### config.mk
export PLATFORM = sky130hd
export DESIGN_NAME = pio_port
export DESIGN_NICKNAME = d
export VERILOG_FILES = /design/src/hdl/pio_pkg.sv /design/src/hdl/pio_port.sv
export SDC_FILE = /design/constraint.sdc
export NUM_CORES = 1
export LEC_CHECK = 0
export ABC_AREA = 0
export BUFFER_PORTS_ARGS = -buffer_cell sky130_fd_sc_hd__buf_2
export CORE_UTILIZATION = 50
export CTS_BUF_LIST = sky130_fd_sc_hd__clkbuf_2 sky130_fd_sc_hd__clkbuf_4 sky130_fd_sc_hd__clkbuf_8
export DETAILED_ROUTE_END_ITERATION = 6
export GPL_ROUTABILITY_DRIVEN = 0
export PLACE_DENSITY = 0.84
export SYNTH_ARGS = -nofsm -noshare
export SYNTH_HDL_FRONTEND = slang
export SYNTH_SLANG_ARGS = --single-unit
### constraint.sdc
create_clock -name core_clk -period 2.7 [get_ports core_clk]
set_input_delay 0.27 -clock core_clk [delete_from_list [all_inputs] [get_ports core_clk]]
set_output_delay 0.27 -clock core_clk [all_outputs]
set_load 0.05 [all_outputs]
### src/hdl/pio_pkg.sv
// shared constants of the parallel io port: register map, reset values, field encodings
`default_nettype none

// ****************************************************************
// package
// ****************************************************************
package pio_pkg;

  localparam int unsigned ADDR_W = 8;
  localparam int unsigned DATA_W = 8;
  localparam int unsigned MAX_PINS = 8;
  localparam int unsigned NUM_VEC = 2;

  // register offsets
  localparam logic [7:0] OFS_DATA = 8'h00;
  localparam logic [7:0] OFS_DIR = 8'h01;
  localparam logic [7:0] OFS_OPT = 8'h02;
  localparam logic [7:0] OFS_IRQ_EN = 8'h03;
  localparam logic [7:0] OFS_EDGE = 8'h04;
  localparam logic [7:0] OFS_PENDING = 8'h05;

  // reset values
  localparam logic [7:0] RST_DATA = 8'h00;
  localparam logic [7:0] RST_DIR = 8'h00;
  localparam logic [7:0] RST_OPT = 8'h00;
  localparam logic [7:0] RST_IRQ_EN = 8'h00;
  localparam logic [1:0] RST_EDGE = 2'h0;

  // field encodings
  localparam logic DIR_INPUT = 1'b0;
  localparam logic DIR_OUTPUT = 1'b1;
  localparam logic OPT_IN_FLOAT = 1'b0;
  localparam logic OPT_IN_PULLUP_IRQ = 1'b1;
  localparam logic OPT_OUT_OPEN_DRAIN = 1'b0;
  localparam logic OPT_OUT_PUSH_PULL = 1'b1;
  localparam logic EDGE_FALLING = 1'b0;
  localparam logic EDGE_RISING = 1'b1;

  // unmapped reads return this
  localparam logic [7:0] READ_UNMAPPED = 8'h00;

endpackage

`default_nettype wire

### src/hdl/pio_port.sv
// parallel io port: eight configurable pins, edge interrupts and alternate functions
//
// Behaviour
// - eight pins, bit x controls pin x
// - direction 0: read returns sampled pin
// - input option selects floating or pull-up
// - data write on input only updates latch
// - pin enable bit arms external interrupt
// - per-vector falling or rising edge select
// - several pins share one vector request
// - vector fetch clears latched request
// - changing edge select clears pending requests
// - direction 1: latch driven onto pin
// - output mode read returns latch value
// - output option selects push-pull or open-drain
// - latch 0 drives low; 1 high or released
// - peripheral output overrides port settings
// - alternate output: read returns pin state
// - floating input feeds peripheral alternate input
// - pull-up and high driver only where selected
// - absent option bit: direction alone decides
// - option encodings per direction
// - reset clears data, direction, option
// - enabled edges stay able to wake device
//
// The register offsets and strobed register access were left to the implementer.
`default_nettype none

module pio_port #(
  parameter int unsigned NUM_PINS    = 8,
  parameter logic [7:0]  OPT_PRESENT = 8'hFF,
  parameter logic [7:0]  PIN_ON_VEC1 = 8'hF0
) (
  input  wire logic                         core_clk,
  input  wire logic                         rst,
  input  wire logic [pio_pkg::ADDR_W-1:0]   reg_addr,
  input  wire logic [pio_pkg::DATA_W-1:0]   reg_wdata,
  input  wire logic                         reg_wr,
  input  wire logic                         reg_rd,
  output var  logic [pio_pkg::DATA_W-1:0]   reg_rdata,
  input  wire logic [NUM_PINS-1:0]          pin_in,
  output var  logic [NUM_PINS-1:0]          pin_out,
  output var  logic [NUM_PINS-1:0]          pin_oe,
  output var  logic [NUM_PINS-1:0]          pull_up_en,
  input  wire logic [NUM_PINS-1:0]          alt_out_en,
  input  wire logic [NUM_PINS-1:0]          alt_out_val,
  output var  logic [NUM_PINS-1:0]          alt_in,
  output logic      [pio_pkg::NUM_VEC-1:0]  irq_req,
  input  wire logic [pio_pkg::NUM_VEC-1:0]  vector_fetch,
  output logic                              wake_req
);
  import pio_pkg::*;

  // ****************************************************************
  // elaboration checks
  // ****************************************************************
  if (NUM_PINS < 1 || NUM_PINS > MAX_PINS) begin : g_bad_pins
    $error("pio_port: NUM_PINS must lie between 1 and 8");
  end

  // the read mux widens pin vectors into one data word
  if (MAX_PINS > DATA_W) begin : g_bad_width
    $error("pio_port: data word narrower than the pin count");
  end

  // the request logic below is written out for exactly two vectors
  if (NUM_VEC != 2) begin : g_bad_vec
    $error("pio_port: exactly two interrupt vectors are served");
  end

  // ****************************************************************
  // helpers
  // ****************************************************************
  function automatic logic hit(input logic [ADDR_W-1:0] a, input logic [ADDR_W-1:0] ofs);
    hit = (a == ofs);
  endfunction

  function automatic logic [DATA_W-1:0] widen(input logic [NUM_PINS-1:0] v);
    logic [DATA_W-1:0] w;
    w = '0;
    w[NUM_PINS-1:0] = v;
    widen = w;
  endfunction

  localparam logic [NUM_PINS-1:0] OPT_MASK = OPT_PRESENT[NUM_PINS-1:0];
  localparam logic [NUM_PINS-1:0] VEC1_MASK = PIN_ON_VEC1[NUM_PINS-1:0];

  // ****************************************************************
  // configuration registers
  // ****************************************************************
  logic [NUM_PINS-1:0] pin_data_latch;
  logic [NUM_PINS-1:0] pin_direction_bit;
  logic [NUM_PINS-1:0] pin_option;
  logic [NUM_PINS-1:0] ext_irq_pin_enable;
  logic [NUM_VEC-1:0]  ext_irq_edge_select;

  logic wr_data;
  logic wr_dir;
  logic wr_opt;
  logic wr_irq_en;
  logic wr_edge;
  logic edge_changed;

  assign wr_data = reg_wr && hit(reg_addr, OFS_DATA);
  assign wr_dir = reg_wr && hit(reg_addr, OFS_DIR);
  assign wr_opt = reg_wr && hit(reg_addr, OFS_OPT);
  assign wr_irq_en = reg_wr && hit(reg_addr, OFS_IRQ_EN);
  assign wr_edge = reg_wr && hit(reg_addr, OFS_EDGE);
  assign edge_changed = wr_edge && (reg_wdata[NUM_VEC-1:0] != ext_irq_edge_select);

  // the latch always takes writes, even on inputs, so a later switch to output drives it at once
  always_ff @(posedge core_clk) begin
    if (rst) begin
      pin_data_latch <= RST_DATA[NUM_PINS-1:0];
    end else if (wr_data) begin
      pin_data_latch <= reg_wdata[NUM_PINS-1:0];
    end
  end

  always_ff @(posedge core_clk) begin
    if (rst) begin
      pin_direction_bit <= RST_DIR[NUM_PINS-1:0];
    end else if (wr_dir) begin
      pin_direction_bit <= reg_wdata[NUM_PINS-1:0];
    end
  end

  // absent option bits stay at zero and ignore writes
  always_ff @(posedge core_clk) begin
    if (rst) begin
      pin_option <= RST_OPT[NUM_PINS-1:0];
    end else if (wr_opt) begin
      pin_option <= reg_wdata[NUM_PINS-1:0] & OPT_MASK;
    end
  end

  always_ff @(posedge core_clk) begin
    if (rst) begin
      ext_irq_pin_enable <= RST_IRQ_EN[NUM_PINS-1:0];
    end else if (wr_irq_en) begin
      ext_irq_pin_enable <= reg_wdata[NUM_PINS-1:0];
    end
  end

  always_ff @(posedge core_clk) begin
    if (rst) begin
      ext_irq_edge_select <= RST_EDGE;
    end else if (wr_edge) begin
      ext_irq_edge_select <= reg_wdata[NUM_VEC-1:0];
    end
  end

  // ****************************************************************
  // input synchroniser
  // ****************************************************************
  logic [NUM_PINS-1:0] pin_meta;
  logic [NUM_PINS-1:0] pin_sync;
  logic [NUM_PINS-1:0] pin_prev;

  // pin_meta is read by pin_sync only
  // no reset here: a zero reset value would fake a rising edge on a pin that idles high
  always_ff @(posedge core_clk) begin
    pin_meta <= pin_in;
    pin_sync <= pin_meta;
  end

  // ****************************************************************
  // edge history
  // ****************************************************************
  // also free of reset, so it agrees with the pin once reset ends
  always_ff @(posedge core_clk) begin
    pin_prev <= pin_sync;
  end

  // ****************************************************************
  // per-pin pad control
  // ****************************************************************
  logic [NUM_PINS-1:0] is_output;
  logic [NUM_PINS-1:0] push_pull;
  logic [NUM_PINS-1:0] pullup_sel;
  logic [NUM_PINS-1:0] next_pin_out;
  logic [NUM_PINS-1:0] next_pin_oe;
  logic [NUM_PINS-1:0] next_pull_up;
  logic [NUM_PINS-1:0] irq_armed;
  logic [NUM_PINS-1:0] rise;
  logic [NUM_PINS-1:0] fall;
  logic [NUM_PINS-1:0] pin_event;
  logic [NUM_PINS-1:0] read_view;
  logic [NUM_PINS-1:0] next_alt_in;

  for (genvar i = 0; i < NUM_PINS; i++) begin : g_pin
    // an enabled peripheral output forces the pin to output push-pull
    assign is_output[i] = alt_out_en[i] || (pin_direction_bit[i] == DIR_OUTPUT);
    // without an option bit an output is push-pull and an input floats
    assign push_pull[i] = alt_out_en[i] || !OPT_MASK[i] || (pin_option[i] == OPT_OUT_PUSH_PULL);
    assign pullup_sel[i] = !is_output[i] && OPT_MASK[i] && (pin_option[i] == OPT_IN_PULLUP_IRQ);

    always_comb begin
      next_pin_out[i] = 1'b0;
      next_pin_oe[i] = 1'b0;
      if (alt_out_en[i]) begin
        next_pin_out[i] = alt_out_val[i];
        next_pin_oe[i] = 1'b1;
      end else if (is_output[i]) begin
        // low is always driven; high only when push-pull
        next_pin_out[i] = pin_data_latch[i];
        next_pin_oe[i] = !pin_data_latch[i] || push_pull[i];
      end
    end

    assign next_pull_up[i] = pullup_sel[i];

    // option 1 in input mode means interrupt capable; pins without an option bit need only the enable
    assign irq_armed[i] = !is_output[i] && ext_irq_pin_enable[i] &&
                          (!OPT_MASK[i] || (pin_option[i] == OPT_IN_PULLUP_IRQ));
    assign rise[i] = pin_sync[i] && !pin_prev[i];
    assign fall[i] = !pin_sync[i] && pin_prev[i];
    assign pin_event[i] = irq_armed[i] &&
                          ((ext_irq_edge_select[VEC1_MASK[i]] == EDGE_RISING) ? rise[i] : fall[i]);

    // inputs and peripheral-driven pins read the pin; port outputs read the latch
    assign read_view[i] = (is_output[i] && !alt_out_en[i]) ? pin_data_latch[i] : pin_sync[i];

    // peripherals see the pin on floating inputs and the latch on port outputs
    always_comb begin
      next_alt_in[i] = 1'b0;
      if (is_output[i] && !alt_out_en[i]) begin
        next_alt_in[i] = pin_data_latch[i];
      end else if (!is_output[i] && !pullup_sel[i]) begin
        next_alt_in[i] = pin_sync[i];
      end
    end
  end

  // ****************************************************************
  // pad registers
  // ****************************************************************
  // pad outputs are registered so the pins never glitch on decode paths
  always_ff @(posedge core_clk) begin
    if (rst) begin
      pin_out <= '0;
    end else begin
      pin_out <= next_pin_out;
    end
  end

  always_ff @(posedge core_clk) begin
    if (rst) begin
      pin_oe <= '0;
    end else begin
      pin_oe <= next_pin_oe;
    end
  end

  always_ff @(posedge core_clk) begin
    if (rst) begin
      pull_up_en <= '0;
    end else begin
      pull_up_en <= next_pull_up;
    end
  end

  always_ff @(posedge core_clk) begin
    if (rst) begin
      alt_in <= '0;
    end else begin
      alt_in <= next_alt_in;
    end
  end

  // ****************************************************************
  // external interrupt requests
  // ****************************************************************
  logic [NUM_VEC-1:0] vec_event;
  logic [NUM_VEC-1:0] next_irq_req;

  assign vec_event[0] = |(pin_event & ~VEC1_MASK);
  assign vec_event[1] = |(pin_event & VEC1_MASK);

  // a new edge in the cycle of a clear still latches
  always_comb begin
    next_irq_req = irq_req;
    if (edge_changed) begin
      next_irq_req = '0;
    end
    next_irq_req = next_irq_req & ~vector_fetch;
    next_irq_req = next_irq_req | vec_event;
  end

  always_ff @(posedge core_clk) begin
    if (rst) begin
      irq_req <= '0;
    end else begin
      irq_req <= next_irq_req;
    end
  end

  // any pending request may end a low power mode; the port itself keeps its state
  always_ff @(posedge core_clk) begin
    if (rst) begin
      wake_req <= 1'b0;
    end else begin
      wake_req <= |next_irq_req;
    end
  end

  // ****************************************************************
  // register read
  // ****************************************************************
  logic [DATA_W-1:0] next_rdata;

  always_comb begin
    next_rdata = READ_UNMAPPED;
    if (reg_rd) begin
      if (hit(reg_addr, OFS_DATA)) begin
        next_rdata = widen(read_view);
      end else if (hit(reg_addr, OFS_DIR)) begin
        next_rdata = widen(pin_direction_bit);
      end else if (hit(reg_addr, OFS_OPT)) begin
        next_rdata = widen(pin_option);
      end else if (hit(reg_addr, OFS_IRQ_EN)) begin
        next_rdata = widen(ext_irq_pin_enable);
      end else if (hit(reg_addr, OFS_EDGE)) begin
        next_rdata[NUM_VEC-1:0] = ext_irq_edge_select;
      end else if (hit(reg_addr, OFS_PENDING)) begin
        next_rdata[NUM_VEC-1:0] = irq_req;
      end
    end
  end

  // read data stand for the one cycle after the strobe, zero otherwise
  always_ff @(posedge core_clk) begin
    if (rst) begin
      reg_rdata <= '0;
    end else begin
      reg_rdata <= next_rdata;
    end
  end

endmodule

`default_nettype wire

=== Word-level counts from Yosys, hierarchy flattened ===
Cells that the tools add are included.

* Flip-flop bits (word level): 101
* Input bits: 46
* Word-level logic and storage cells: 244

* Equal/unequal tests: 6
* Multiplexer cells: 72
* Bitwise operators: 4
* Reductions and logical operators: 147

{| class="wikitable"
|+ Operator list
! cell !! number
|-
| $logic_and A1 B1 Y1 || 70
|-
| $mux W1 || 64
|-
| $logic_not A1 Y1 || 48
|-
| $logic_or A1 B1 Y1 || 24
|-
| $mux W8 || 3
|-
| $eq A8 B2 Y1 const B || 2
|-
| $eq A8 B3 Y1 const B || 2
|-
| $eq A8 B1 Y1 const B || 1
|-
| $logic_not A8 Y1 || 1
|-
| $mux W2 || 4
|-
| $reduce_or A4 Y1 || 2
|-
| $mux W6 || 1
|-
| $reduce_or A2 Y1 || 2
|-
| $and A2 B2 Y2 || 1
|-
| $ne A2 B2 Y1 || 1
|-
| $not A2 Y2 || 1
|-
| $or A2 B2 Y2 || 1
|-
| $not A1 Y1 || 1
|}

=== Longest topological paths before layout ===
* Depth in word-level cells: 8
* Mapped depth: 6
* Depth with buffers taken out: 4

=== Least setup slack after synthesis ===
OpenSTA, ideal clock, no wires.

* Path type: input -> register
* Start point: input port reg_addr[5] (netlist name)
* End point: register wake_req
* Setup time: 138 ps
* Arrival: 1417 ps
* Path slack: 1145 ps
* Cell stages on the path: 4
* Path through: or4_4 -> a2111o_1 -> nand3b_1 -> a41oi_1

* Longest elaborated chain between the ends: 7

{| class="wikitable"
|+ RTL lines
! element !! line !! source
|-
| start, declared || pio_port.sv:36 || <nowiki>input wire logic [pio_pkg::ADDR_W-1:0] reg_addr,</nowiki>
|-
| $eq A8 B3 Y1 || pio_port.sv:75 || <nowiki>hit = (a == ofs);</nowiki>
|-
| $logic_and A1 B1 Y1 || pio_port.sv:108 || <nowiki>assign wr_edge = reg_wr && hit(reg_addr, OFS_EDGE);</nowiki>
|-
| $logic_and A1 B1 Y1 || pio_port.sv:109 || <nowiki>assign edge_changed = wr_edge && (reg_wdata[NUM_VEC-1:0] != ext_irq_edge_select);</nowiki>
|-
| $mux W2 || pio_port.sv:283 || <nowiki>if (edge_changed) begin</nowiki>
|-
| $and A2 B2 Y2 || pio_port.sv:286 || <nowiki>next_irq_req = next_irq_req & ~vector_fetch;</nowiki>
|-
| $or A2 B2 Y2 || pio_port.sv:287 || <nowiki>next_irq_req = next_irq_req | vec_event;</nowiki>
|-
| $reduce_or A2 Y1 || pio_port.sv:303 || <nowiki>wake_req <= |next_irq_req;</nowiki>
|-
| end signal, assigned || pio_port.sv:303 ||
|-
| end, declared || pio_port.sv:50 || <nowiki>output logic wake_req</nowiki>
|}

Every way passes these cells.
A chain may end at the register's enable or synchronous reset.

=== Worst setup path in the final report ===
* Start point: register ext_irq_edge_select[0]
* End point: register wake_req

* Longest elaborated chain between the ends: 6
* Elaborated cells between the ends (all ways): 15
* Classes of those cells: eq/ne (1); mux (5); bitwise (2); reduce/logical (7)

{| class="wikitable"
|+ RTL lines
! element !! line !! source
|-
| start, declared || pio_port.sv:95 || <nowiki>logic [NUM_VEC-1:0] ext_irq_edge_select;</nowiki>
|-
| start signal, assigned || pio_port.sv:149 || <nowiki>ext_irq_edge_select <= reg_wdata[NUM_VEC-1:0];</nowiki>
|-
| $ne A2 B2 Y1 || pio_port.sv:109 ||
|-
| $logic_and A1 B1 Y1 || pio_port.sv:109 ||
|-
| $mux W2 || pio_port.sv:283 ||
|-
| $and A2 B2 Y2 || pio_port.sv:286 ||
|-
| $or A2 B2 Y2 (*) || pio_port.sv:287 ||
|-
| $reduce_or A2 Y1 (*) || pio_port.sv:303 ||
|}

Every way passes the cells marked *; elsewhere a longest branch is shown, timed or not.

==> flow_metrics.py <==
metrics = {
    "outcome": {
        "status": "complete, no violations",
    },
    "sta": {
        "finalSetupViolCount": 0,
        "slew_viol_final": 0,
        "rsz0062_at_grt": "no",
        "worstMarginPinSlew_ps": 829,
        "fmax_ghz": 0.626,
        "slew_headroom_pct": 44.6,
        "fin_tns_setup_ps": 0,
        "final.setup_skew_ps": 9.15,
        "timing.final.ws_setup_ps": 1100,
        "period_minus_slack_ps": 1600,
        "hold_viol": 0,
        "fin_crit_sh_pct": 59.2,
    },
    "worst_setup_path": {
        "cp_num_buf_inv": 0,
        "worstPathCellList": "xnor2_1, a2111o_1, nand3b_1, a41oi_1",
        "start_kind": "register",
        "worst_path_max_delay_cell": "dfxtp_1",
        "required_ps": 2910,
        "crit_path_max_fanout": 11,
        "path_delay_family": "compound AO/OA/AOI/OAI gates",
        "critPathMaxStageDelay_ps": 570,
        "arrival_ps": 1810,
        "cp-end-kind": "register",
        "critical_path_class": "reg -> reg",
    },
    "drt": {
        "route.met2.wl_um": 4790,
        "route.detailed.drc": 0,
        "vias_per_cell": 5.84,
        "drt_iter0_drc": 335,
        "wl_um": 9800,
        "wl_met3_um": 599,
        "highest-signal-layer": "met4",
        "dr.pass1.iters": 7,
        "wl_met1_um": 4190,
        "vias": 3625,
        "wl_per_cell_um": 15.8,
        "postRouteAntennaNets": 0,
    },
    "floorplanning": {
        "rows": 32,
        "io_pins": 89,
        "die_x_um": 91.5,
        "die_area_mm2": 0.00838,
        "core-area_mm2": 0.00773,
        "start_util_pct": 51.8,
        "die_y_um": 91.5,
    },
    "clock_network": {
        "h-tree-depth": 3,
        "cts_buffer_depth": 2,
        "cts.sinks": 101,
        "cts_buffers": 9,
        "cts.clk_slew.worst_paths_ps": 90,
        "cts_tree": "built",
        "cts_root_buf": "clkbuf_8",
        "insertion_delay_ps": 360,
    },
    "synth": {
        "syn-cell-area_mm2": 0.00401,
        "async_flop_share_pct": 0,
        "synth-warning-count": 0,
        "synth_nets": 484,
        "synth_edf_count": 0,
        "avgSynthCellArea_um2": 9.15,
        "synth_area_leaders": "dfxtp_1 (50%), a21oi_1 (6.2%), o21ai_0 (4.7%)",
        "ys.flop_type": "dfxtp_1",
        "synth_cells": 438,
        "synth_area_leader_cell": "dfxtp_1",
        "ys_ff_latch": 101,
        "synth.top_cell.area_share_pct": 50.5,
        "ys_seq_area_share_pct": 50.5,
        "yosysUniqueCellTypes": 44,
    },
    "worst_hold_path": {
        "min_path_type": "in -> reg",
    },
    "cells_and_area": {
        "antenna_cells": 0,
        "layout-drive-gt1-share_pct": 22.2,
        "utilization_pct": 61.1,
        "final_cell_area_mm2": 0.00472,
        "nets": 560,
        "seqCellArea_mm2": 0.00202,
        "multi_input_comb_area_mm2": 0.00179,
        "fillers": 680,
        "syn2layout_area_growth_pct": 17.8,
    },
    "global_routing": {
        "grt_first_pass_wirelength_um": 15800,
        "grt_max_degree": 70,
        "gr-total-overflow": 0,
        "grt_pass1_vias": 3345,
        "grt_antenna_before_repair": 0,
        "grt_usage_pct": 23.7,
    },
    "run": {
        "maxCapViolations": 0,
    },
    "place": {
        "port_buffers": 88,
        "place_area_mm2": 0.00447,
        "dpl.hpwl_um": 6340,
        "pre_cts_slack_ps": 810,
    },
    "power_and_ir_drop": {
        "powerDensity_mw_per_mm2": 587,
        "total_power_w": 0.00277,
        "leakagePower_nw": 1.91,
        "ir_worst_vdd_mv": 0.299,
    },
}
==> final cells by class <==
class	instances	share of cell area, %
well taps	102	2.70
clock buffers	13	3.53
repair buffers	95	10.7
inverters	17	1.35
clock inverters	3	0.928
flip-flops and latches	101	42.9
multi-input cells	290	38.0
==> where the power goes <==
part           switching, W  internal [W]
Clock              0.000488      0.000501
Combinational      0.000166     0.0000740
Sequential        0.0000156       0.00152
Total              0.000670       0.00210
==> worst register-to-register path, stage by stage (launching register included) <==
cell	delay, ps
dfxtp_1	570
xnor2_1	150
a2111o_1	480
nand3b_1	140
a41oi_1	120
==> layer usage <==
layer  vias to the layer above  GRT usage (%)
li1                       1736              -
met1                      1716           29.4
met2                       150           40.5
met3                        23           3.60
met4                         0           10.7
met5                         -              0
==> kinds of logic (layout without fill, tap and decap cells) <==
logic type | after synthesis | in the layout | synth area share [%]
xor gates and xnor gates | 2 | 2 | 0.437
AOI/OAI and AO/OA | 126 | 126 | 18.1
and+or+nand+nor | 146 | 146 | 22.1
muxes | 16 | 16 | 4.06
buffers and inverters | 47 | 128 | 4.81
DFF | 101 | 101 | 50.5
==> what timing repair did <==
item | CTS | global route
setup buffers | 0 | 0
hold buffers | 3 | 1
hold endpoints to repair | 3 | 1
gates resized for setup | 0 | 0
==> cells in the final DEF, fill, tap and decap left out, types with 5 or more instances in the layout <==
cell,count
dfxtp_1,101
buf_2,88
a21oi_1,50
o21ai_0,38
nand3_1,32
nor2_1,27
inv_1,15
nand2_1,15
mux2i_1,14
clkbuf_8,11
o21ai_1,10
nor4b_1,8
nor3_1,8
and3b_1,8
nor3b_1,8
nor4bb_1,8
a21boi_0,6
a21o_1,6
a221o_1,6
and3_1,6
nand2b_1,5
==> cells in the mapped netlist, types with 2 or more instances <==
| cell type | count |
|---|---|
| nor2_1 | 27 |
| inv_2 | 2 |
| a221o_1 | 6 |
| nor4b_1 | 8 |
| a21o_1 | 6 |
| dfxtp_1 | 101 |
| xnor2_1 | 2 |
| a22oi_1 | 2 |
| mux2i_1 | 14 |
| nand2_1 | 15 |
| nand4_1 | 2 |
| and4_1 | 3 |
| nor2b_1 | 4 |
| and3b_1 | 8 |
| o22ai_1 | 2 |
| nand2b_1 | 5 |
| buf_6 | 2 |
| nor4bb_1 | 8 |
| nand3b_1 | 4 |
| a222oi_1 | 2 |
| nor3b_1 | 8 |
| inv_1 | 15 |
| a21oi_1 | 50 |
| a21boi_0 | 6 |
| nor3_1 | 8 |
| o21ai_0 | 38 |
| nand3_1 | 32 |
| a311oi_1 | 2 |
| o21ai_1 | 10 |
| clkbuf_1 | 26 |
| mux2_2 | 2 |
| and3_1 | 6 |
==> through the flow <==
stage / cells / hold slack [ps]
3_3_place_gp: 601 / 312
6_report: 621 / 11.0
5_1_grt: 621 / 10.2
4_1_cts: 620 / 0.383
2_1_floorplan: 438 / 298
3_5_place_dp: 601 / 313
==> worst paths after layout <==
check	start	to	slack, ps	cells past startpoint
setup / recovery	ext_irq_edge_select[0]	wake_req	1100	4
setup reg to reg	ext_irq_edge_select[0]	wake_req	1100	4
hold / removal	pin_in[5]	pin_meta[5]	10	1
hold reg to reg	pin_meta[3]	pin_sync[3]	340	0
Power figures use the tool's default switching activity.
